`src/spj_pkg.sv`:
```
// Constants and types for the STS-1 pointer justification block
//==============================================================
// Functional notes
// Incoming STS-1 bytes enter the slip buffer on a write-side clock edge and leave on a read-side clock edge.
// With equal write and read rates the fill stays between thresholds, so no adjustment occurs and the offset holds.
// When the buffer runs low because reads outpace writes, one dummy byte without information is inserted.
// In a positive-stuff frame the dummy byte sits directly after H3, growing the offset from H3 by one byte.
// In a positive-stuff frame the I bits of the 16-bit H1/H2 pointer word are sent inverted.
// In the frame after a positive stuff the I bits are normal again and the pointer is one higher.
// When the buffer runs high because writes outpace reads, one payload byte is taken out of the normal slots.
// In a negative-stuff frame that payload byte is sent in the H3 slot, shrinking the H3-to-J1 distance by one.
// In a negative-stuff frame the D bits of the H1/H2 pointer word are sent inverted.
// In the frame after a negative stuff the D bits are normal again and the pointer is one lower.
// Every adjustment moves the payload envelope by exactly one byte, up or down.
// The mapper pulses its clock only while a DS3 payload bit is on its data output, never for overhead bits.
// The mapper clock has the STS-1 bit period yet delivers about 44,736,000 pulses a second, one per DS3 bit.
// The pointer is the low ten bits of the H1/H2 word with H1 as upper byte; values above 0x30E are invalid.
// Pointer zero puts J1 in the envelope slot directly after H3.
// At most one adjustment per frame, started only when the fill crosses a low or high threshold.
// The pointer wraps modulo the 783 valid positions when stepped across the range boundary.
`default_nettype none

package spj_pkg;

   //==============================================================
   // Frame geometry
   localparam logic [3:0]  ROWS        = 4'h9;
   localparam logic [6:0]  COLS        = 7'h5A;
   localparam logic [6:0]  TOH_COLS    = 7'h3;
   localparam logic [3:0]  PTR_ROW     = 4'h3;
   localparam logic [6:0]  H1_COL      = 7'h0;
   localparam logic [6:0]  H2_COL      = 7'h1;
   localparam logic [6:0]  H3_COL      = 7'h2;

   //==============================================================
   // Pointer word layout
   localparam logic [9:0]  PTR_MAX     = 10'h30E;  // Last valid position
   localparam logic [9:0]  PTR_INVALID = 10'h30F;  // This and above are invalid
   localparam logic [3:0]  NDF_NORMAL  = 4'b0110;
   localparam logic [1:0]  SS_BITS     = 2'b00;
   localparam logic [9:0]  I_MASK      = 10'h2AA;
   localparam logic [9:0]  D_MASK      = 10'h155;
   localparam logic [9:0]  PTR_RESET   = 10'h000;

   //==============================================================
   // Timing of the link clock seen in the bench
   localparam int          CLK_NS      = 8;
   localparam int          LINK_NS     = 64;
   localparam int          LINK_CYC    = LINK_NS / CLK_NS;

   //==============================================================
   // Adjustment kinds
   typedef enum logic [1:0] {SPJ_NONE, SPJ_INC, SPJ_DEC} spj_adj_e;

   // Byte as captured from the write side
   typedef struct packed {
      logic       j1;
      logic [7:0] data;
   } spj_in_s;

   // Byte leaving towards the receiving terminal
   typedef struct packed {
      logic       fstart;
      logic       h1;
      logic       h2;
      logic       h3;
      logic       spe;
      logic       j1;
      logic       stuff;
      logic [7:0] data;
   } spj_out_s;

endpackage : spj_pkg

`default_nettype wire

```
`src/spj_justifier.sv`:
```
// Slip buffer with STS-1 pointer justification towards the read side
`default_nettype none

module spj_justifier #(
   parameter int DEPTH     = 16,
   parameter int FILL_LOW  = 4,
   parameter int FILL_HIGH = 12
) (
   // Clock and reset
   input  wire logic                      clk,
   input  wire logic                      sys_rst,
   // Write side pins
   input  wire logic                      write_side_clock,
   input  wire spj_pkg::spj_in_s          wr_byte,
   // Read side pins
   input  wire logic                      read_side_clock,
   // Outgoing stream
   input  wire logic                      out_ready,
   output logic                           out_valid,
   output spj_pkg::spj_out_s              out_byte,
   // Status
   output logic [9:0]                     cur_pointer,
   output logic [$clog2(DEPTH):0]         fill_level
);
   import spj_pkg::*;

   localparam int AW = $clog2(DEPTH);
   localparam int FW = AW + 1;

   //==============================================================
   // Elaboration checks
   if (DEPTH < 4 || (1 << AW) != DEPTH)
      $error("DEPTH must be a power of two of at least 4");
   if (FILL_LOW < 1 || FILL_HIGH <= FILL_LOW || FILL_HIGH >= DEPTH)
      $error("Need 1 <= FILL_LOW < FILL_HIGH < DEPTH");

   //==============================================================
   // Helpers
   // step with wrap
   // Step the pointer one place with wrap over the valid range
   function automatic logic [9:0] step_ptr(input logic [9:0] p, input spj_adj_e a);
      logic [9:0] r;
      r = p;
      if (a == SPJ_INC)
         r = (p >= PTR_MAX) ? 10'h000 : p + 10'h001;
      else if (a == SPJ_DEC)
         r = (p == 10'h000) ? PTR_MAX : p - 10'h001;
      return r;
   endfunction : step_ptr

   // ten-bit pointer field
   // Build the H1/H2 word with the announcing bits inverted
   function automatic logic [15:0] ptr_word(input logic [9:0] p, input spj_adj_e a);
      logic [9:0] v;
      v = p;
      if (a == SPJ_INC)
         v = p ^ I_MASK;
      else if (a == SPJ_DEC)
         v = p ^ D_MASK;
      return {NDF_NORMAL, SS_BITS, v};
   endfunction : ptr_word

   //==============================================================
   // Pin synchronisers, three stages each
   logic [2:0]   wclk_s;
   logic [2:0]   rclk_s;
   spj_in_s      wdat_s1;
   spj_in_s      wdat_s2;
   spj_in_s      wdat_s3;
   logic         wclk_lvl;
   logic         rclk_lvl;
   logic         wr_edge;
   logic         rd_edge;

   // Shift pin samples in, clock stages cleared so no unknown edge follows reset
   always_ff @(posedge clk)
   begin
      if (sys_rst)
      begin
         wclk_s <= '0;
         rclk_s <= '0;
      end
      else
      begin
         wclk_s <= {wclk_s[1:0], write_side_clock};
         rclk_s <= {rclk_s[1:0], read_side_clock};
      end
      wdat_s1 <= wr_byte;
      wdat_s2 <= wdat_s1;
      wdat_s3 <= wdat_s2;
   end

   // Settled levels once stages two and three agree
   always_ff @(posedge clk)
   begin
      if (sys_rst)
      begin
         wclk_lvl <= 1'b0;
         rclk_lvl <= 1'b0;
      end
      else
      begin
         if (wclk_s[1] == wclk_s[2])
            wclk_lvl <= wclk_s[2];
         if (rclk_s[1] == rclk_s[2])
            rclk_lvl <= rclk_s[2];
      end
   end

   assign wr_edge = (wclk_s[1] == wclk_s[2]) && wclk_s[2] && !wclk_lvl;
   assign rd_edge = (rclk_s[1] == rclk_s[2]) && rclk_s[2] && !rclk_lvl;

   //==============================================================
   // Slip buffer
   spj_in_s      mem [DEPTH];
   logic [AW-1:0] wptr;
   logic [AW-1:0] rptr;
   logic [FW-1:0] fill;
   logic         push_w;
   logic         pop_r;
   logic         sb_empty;

   assign sb_empty = (fill == '0);
   // write on write-side edge
   assign push_w   = wr_edge && (fill != FW'(DEPTH));

   // Store incoming bytes
   always_ff @(posedge clk)
   begin
      if (push_w)
         mem[wptr] <= wdat_s3;
   end

   // Pointers and fill count
   always_ff @(posedge clk)
   begin
      if (sys_rst)
      begin
         wptr <= '0;
         rptr <= '0;
         fill <= '0;
      end
      else
      begin
         if (push_w)
            wptr <= wptr + AW'(1);
         if (pop_r)
            rptr <= rptr + AW'(1);
         fill <= fill + FW'(push_w) - FW'(pop_r);
      end
   end

   //==============================================================
   // Read side frame position
   logic [3:0]   row;
   logic [6:0]   col;
   logic         rd_pend;
   logic         fire;
   logic         bf_ready;
   logic         at_h1;
   logic         at_h2;
   logic         at_h3;
   logic         at_first;

   assign fire     = rd_pend && bf_ready;
   assign at_h1    = (row == PTR_ROW) && (col == H1_COL);
   assign at_h2    = (row == PTR_ROW) && (col == H2_COL);
   assign at_h3    = (row == PTR_ROW) && (col == H3_COL);
   // envelope slot zero
   assign at_first = (row == PTR_ROW) && (col == TOH_COLS);

   // Hold a read edge until the output buffer takes the byte
   always_ff @(posedge clk)
   begin
      if (sys_rst)
         rd_pend <= 1'b0;
      else if (rd_edge)
         rd_pend <= 1'b1;
      else if (fire)
         rd_pend <= 1'b0;
   end

   // Byte slot counter
   always_ff @(posedge clk)
   begin
      if (sys_rst)
      begin
         row <= '0;
         col <= '0;
      end
      else if (fire)
      begin
         if (col == COLS - 7'h1)
         begin
            col <= '0;
            row <= (row == ROWS - 4'h1) ? 4'h0 : row + 4'h1;
         end
         else
            col <= col + 7'h1;
      end
   end

   //==============================================================
   // Pointer and adjustment decision
   spj_adj_e     adj_cur;
   spj_adj_e     next_adj;
   logic [9:0]   ptr;
   logic [9:0]   next_ptr;
   logic [15:0]  word_q;

   // thresholds pick kind
   // one adjustment per frame, by threshold
   always_comb
   begin
      next_adj = SPJ_NONE;
      if (adj_cur == SPJ_NONE)
      begin
         if (fill < FW'(FILL_LOW))
            next_adj = SPJ_INC;
         else if (fill > FW'(FILL_HIGH))
            next_adj = SPJ_DEC;
      end
   end

   // one step next frame
   assign next_ptr = step_ptr(ptr, adj_cur);

   // Update pointer and decision at each H1 slot
   always_ff @(posedge clk)
   begin
      if (sys_rst)
      begin
         ptr     <= PTR_RESET;
         adj_cur <= SPJ_NONE;
         word_q  <= '0;
      end
      else if (fire && at_h1)
      begin
         ptr     <= next_ptr;
         adj_cur <= next_adj;
         word_q  <= ptr_word(next_ptr, next_adj);
      end
   end

   //==============================================================
   // Outgoing byte generation
   spj_out_s     gen;
   logic [15:0]  h1_word;

   assign h1_word = ptr_word(next_ptr, next_adj);

   // Fill the current slot and decide whether to pop
   always_comb
   begin
      gen        = '0;
      pop_r      = 1'b0;
      gen.fstart = (row == 4'h0) && (col == 7'h0);
      if (at_h1)
      begin
         // I or D bits inverted
         gen.h1   = 1'b1;
         gen.data = h1_word[15:8];
      end
      else if (at_h2)
      begin
         gen.h2   = 1'b1;
         gen.data = word_q[7:0];
      end
      else if (at_h3)
      begin
         gen.h3 = 1'b1;
         // payload byte carried in H3
         if (adj_cur == SPJ_DEC && !sb_empty)
         begin
            pop_r    = fire;
            gen.spe  = 1'b1;
            gen.j1   = mem[rptr].j1;
            gen.data = mem[rptr].data;
         end
      end
      else if (col >= TOH_COLS)
      begin
         // dummy byte after H3
         if ((at_first && adj_cur == SPJ_INC) || sb_empty)
            gen.stuff = 1'b1;
         else
         begin
            pop_r    = fire;
            gen.spe  = 1'b1;
            gen.j1   = mem[rptr].j1;
            gen.data = mem[rptr].data;
         end
      end
   end

   //==============================================================
   // Two-entry output buffer
   spj_out_s     b1;
   logic [1:0]   bcnt;
   logic         bpop;
   logic [1:0]   next_bcnt;

   assign bf_ready  = (bcnt != 2'd2);
   assign bpop      = out_valid && out_ready;
   assign next_bcnt = bcnt + 2'(fire) - 2'(bpop);

   // Entry count and valid flag
   always_ff @(posedge clk)
   begin
      if (sys_rst)
      begin
         bcnt      <= '0;
         out_valid <= 1'b0;
      end
      else
      begin
         bcnt      <= next_bcnt;
         out_valid <= (next_bcnt != 2'd0);
      end
   end

   // Head and second entry data
   always_ff @(posedge clk)
   begin
      if (sys_rst)
      begin
         out_byte <= '0;
         b1       <= '0;
      end
      else
      begin
         if (bpop)
         begin
            if (bcnt == 2'd2)
               out_byte <= b1;
            else if (fire)
               out_byte <= gen;
         end
         else if (fire && bcnt == 2'd0)
            out_byte <= gen;
         if (fire && ((bcnt == 2'd1 && !bpop) || (bcnt == 2'd2 && bpop)))
            b1 <= gen;
      end
   end

   // Status registers
   always_ff @(posedge clk)
   begin
      if (sys_rst)
      begin
         cur_pointer <= PTR_RESET;
         fill_level  <= '0;
      end
      else
      begin
         cur_pointer <= ptr;
         fill_level  <= fill;
      end
   end
endmodule : spj_justifier

`default_nettype wire

```
`config.mk`:
```
export PLATFORM = sky130hd
export DESIGN_NAME = spj_justifier
export DESIGN_NICKNAME = d
export VERILOG_FILES = /design/src/spj_pkg.sv /design/src/spj_justifier.sv
export SDC_FILE = /design/constraint.sdc
export NUM_CORES = 1
export LEC_CHECK = 0
export BUFFER_PORTS_ARGS = -buffer_cell sky130_fd_sc_hd__buf_2
export CORE_MARGIN = 10
export CORE_UTILIZATION = 45
export CTS_BUF_LIST = sky130_fd_sc_hd__clkbuf_2 sky130_fd_sc_hd__clkbuf_4 sky130_fd_sc_hd__clkbuf_8
export DETAILED_ROUTE_END_ITERATION = 12
export HOLD_SLACK_MARGIN = 0.15
export PLACE_DENSITY = 0.61
export REMOVE_ABC_BUFFERS = 1
export SKIP_LAST_GASP = 1
export SLEW_MARGIN = 20
export SYNTH_ARGS = -nofsm -noshare
export SYNTH_HDL_FRONTEND = slang
export SYNTH_SLANG_ARGS = --single-unit
```
`constraint.sdc`:
```
create_clock -name clk -period 3.4 [get_ports clk]
set_input_delay 0.68 -clock clk [delete_from_list [all_inputs] [get_ports clk]]
set_output_delay 0.68 -clock clk [all_outputs]
set_load 0.01 [all_outputs]
```
==> qor.json <==
{
  "vias": 7120,
  "holdCritPathClass": "in -> reg",
  "h-tree-depth": 2,
  "floorplan.core_area_um2": 24500,
  "worstSetupPathType": "reg -> reg",
  "drv.max_cap_violation_count": 0,
  "drt_iter0_drc": 494,
  "synth-seq-area-share": 0.619,
  "drc": 0,
  "grt_overflow": 0,
  "gp_congestion": 0.897,
  "worst_hold_path.endpoint": "wdat_s1[2]",
  "ctsRootBufferMaster": "clkbuf_8",
  "fin_nets": 1001,
  "power.leakage_nw": 4.53,
  "boundaryPins": 45,
  "synth_xor_area_frac": 0.0163,
  "grt_first_pass_wirelength_um": 38700,
  "cp_slowest_stage_delay_ps": 510,
  "antenna-diode-count": 0,
  "cts-resized-gates": 0,
  "synth.avg_cell_area_um2": 12.6,
  "cts_sink_count": 276,
  "fin_setup_tns_ps": 0,
  "timing.final.setup_violations": 0,
  "route.detailed.wl_per_inst_um": 18.1,
  "detail_route.vias_per_cell": 5.39,
  "power-per-cell-area_nw_per_um2": 532,
  "row_count": 57,
  "finalHoldViolations": 0,
  "min_period_ps": 3140,
  "unrepaired_setup_endpoints_after_global_routing": "false",
  "regToRegEndpoint": "fill[4]",
  "clock_insertion_delay_worst_skew_ps": 570,
  "worst-slew-pin-transition_ps": 855,
  "required_time_of_the_worst_setup_path_ps": 3880,
  "synth-adder-area-share": 0.0318,
  "start_kind": "flip-flop",
  "combined_area_of_all_synthesized_cells_um2": 11300,
  "synth_mux_area_frac": 0.0813,
  "dominant_combinational_cell_family_by_area_after_synthesis": "simple AND/OR/NAND/NOR gates",
  "synth_compound_area_frac": 0.103,
  "layout_cell_share_with_drive_strength_beyond_1": 0.214,
  "synth-main-ff-cell": "edfxtp_1",
  "first_global_vias": 7103,
  "synth.yosys.warnings": 0,
  "power_mw": 6.85,
  "cts.path.max_buffers": 3,
  "irDropWorstVdd_mv": 0.460,
  "run_status": "completed",
  "grt_util_all_layers": 0.152,
  "synthesis.instances": 890,
  "finalCoreUtilization": 0.527,
  "min_delay_path_depth": 1,
  "die_area_um2": 31700,
  "timing.reg2reg.setup_slack_ps": 260,
  "finClkSkew_ps": 18.9,
  "ctsHoldBuffers": 0,
  "slowest_stage": "or3b_2",
  "drtAntennaViolNets": 0,
  "wl_um": 23900,
  "cts_made_buffers": 46,
  "initial_utilization": 0.460,
  "number_of_antenna_violations_at_the_first_check_in_global_routing": 0,
  "post-dp-hpwl_um": 16400,
  "cts_tree": "done",
  "max_clk_rate_mhz": 318,
  "postSynth.asyncResetShare": 0,
  "maxSlewViolCount": 0,
  "worstSetupEndpointType": "flip-flop",
  "post_synth_and_or_nand_nor_area_fraction": 0.120,
  "drt_pre_antenna_iters": 5,
  "area_growth_pct": 14.6,
  "worstPathMaxFanout": 5,
  "max_slew_margin": 0.428,
  "whs_ps": 215,
  "worst_ep_arrival_time_ps": 3620,
  "place.port_buffers": 44,
  "dieHeight_um": 178,
  "die_width_um": 178,
  "reg2reg_depth": 12,
  "final_worst_path_cycle_share": 0.925,
  "synth-edff-count": 144,
  "post-place-ws_ps": 298,
  "critical_path.cell_chain": "ha_1 -> or3b_2 -> a31oi_1 -> o221a_2 -> nor3_2 -> xor2_1 -> ha_1 -> fa_1 -> a21oi_1 -> nor2_1 -> or3_1 -> a21oi_1",
  "post_cts.repair.setup_buffers": 0,
  "clock_transition_time_at_the_flip_flop_clock_pins_of_the_worst_setup_and_hold_paths_ps": 60,
  "hp-start": "wr_byte[2]",
  "grt_max_degree": 39,
  "r2r_start": "row[0]",
  "postSynthRegisterBits": 276,
  "post_synth_num_cell_types": 73,
  "worst_slack_ps": 256
}
[logic make-up (layout without fill, tap and decap cells)]
group / count (synthesis) / in the layout
compound gates: 169 / 169
simple gates: 275 / 275
fa+ha+maj: 28 / 28
flops: 276 / 276
buf+inv: 76 / 182
xor+xnor: 21 / 21
mux: 45 / 45
[worst max-delay path, delay by kind of cell, from the launching register on]
kind                     cells  cell delay, ps
flip-flops                   1             390
AO/OA/AOI/OAI                4             740
adder cells (fa/ha/maj)      3             830
AND/OR/NAND/NOR              4             940
XOR/XNOR                     1             170
[routing by layer]
layer	wire [um]	part of all wire	GRT usage	up-vias
met2	11300	0.47	0.241	189
met4	652	0.027	0.0604	0
met5	0	0	0	-
met1	10900	0.45	0.200	3429
li1	-	-	-	3448
met3	1160	0.048	0.0296	54
[registers in the layout (all words and copies together) (netlist names), named ones only]
signal	count
adj_cur	2
b1	15
bcnt	2
col	7
cur_pointer	10
fill	5
fill_level	5
mem	144
out_byte	15
out_valid	1
ptr	10
rclk_lvl	1
rclk_s	3
rd_pend	1
row	4
rptr	4
wclk_lvl	1
wclk_s	3
wdat_s1	9
wdat_s2	9
wdat_s3	9
word_q	8
wptr	4
[report_power, final]
part	leakage [nW]	internal [mW]	switching [mW]
Combinational	1.61	0.0411	0.0621
Clock	0.552	1.86	1.31
Sequential	2.37	3.54	0.0384
Total	4.53	5.44	1.41
[area by class of cell]
type / instances / area, um2
well taps: 324 / 405
clock inverters: 10 / 115
flip-flops and latches: 276 / 6970
fillers: 2058 / 11600
inverters: 25 / 93.8
multi-input cells: 538 / 3970
clock buffers: 75 / 913
repair buffers: 72 / 430
[how the worst max path moves through the flow]
stage	from	cells after the start	endpoint	slack, ps
after floorplan	flip-flop	6	b1[1]	230
after global placement	col[0]	13	fill[4]	370
after detailed placement	col[0]	13	fill[4]	300
after CTS	col[0]	13	fill[4]	270
after global routing	col[0]	13	fill[4]	90
final	row[0]	12	fill[4]	260
[per-stage QoR]
stage	instances	area [um2]
6_report	1320	12900
5_1_grt	1320	12900
3_3_place_gp	1235	11900
4_1_cts	1320	12900
2_1_floorplan	839	11000
3_5_place_dp	1235	11900
[cells in the mapped netlist (7+ instances only)]
cell | number | area [um2]
a211oi_1 | 10 | 75.1
a21oi_1 | 45 | 225
a22o_1 | 7 | 61.3
a22oi_1 | 11 | 82.6
a31oi_1 | 10 | 62.6
buf_2 | 7 | 35.0
clkbuf_1 | 32 | 120
dfxtp_1 | 132 | 2640
edfxtp_1 | 144 | 4320
ha_1 | 27 | 338
inv_1 | 24 | 90.1
mux2i_1 | 7 | 70.1
mux4_2 | 37 | 833
nand2_1 | 77 | 289
nand2b_1 | 10 | 62.6
nand4_1 | 11 | 68.8
nor2_1 | 97 | 364
nor2b_1 | 22 | 138
nor3_1 | 10 | 50.1
nor4_1 | 8 | 50.1
o21ai_0 | 27 | 135
o31ai_1 | 7 | 52.6
or3_1 | 7 | 43.8
xnor2_1 | 14 | 123
xor2_1 | 7 | 61.3
[layout by cell type (no fill, tap or decap), drive strengths merged, types with 10 or more instances in the layout]
master,synthesis,routed
nor4,10,10
a21oi,45,45
nand2,78,78
a211oi,10,10
a22oi,11,11
xnor2,14,14
mux4,37,37
a31oi,10,10
nor3,11,11
buf,19,72
nand2b,10,10
dfxtp,132,132
nand4,11,11
o21ai,27,27
nor2,97,97
ha,27,27
nor2b,22,22
clkbuf,32,75
inv,24,27
edfxtp,144,144
Power figures use the tool's default switching activity.
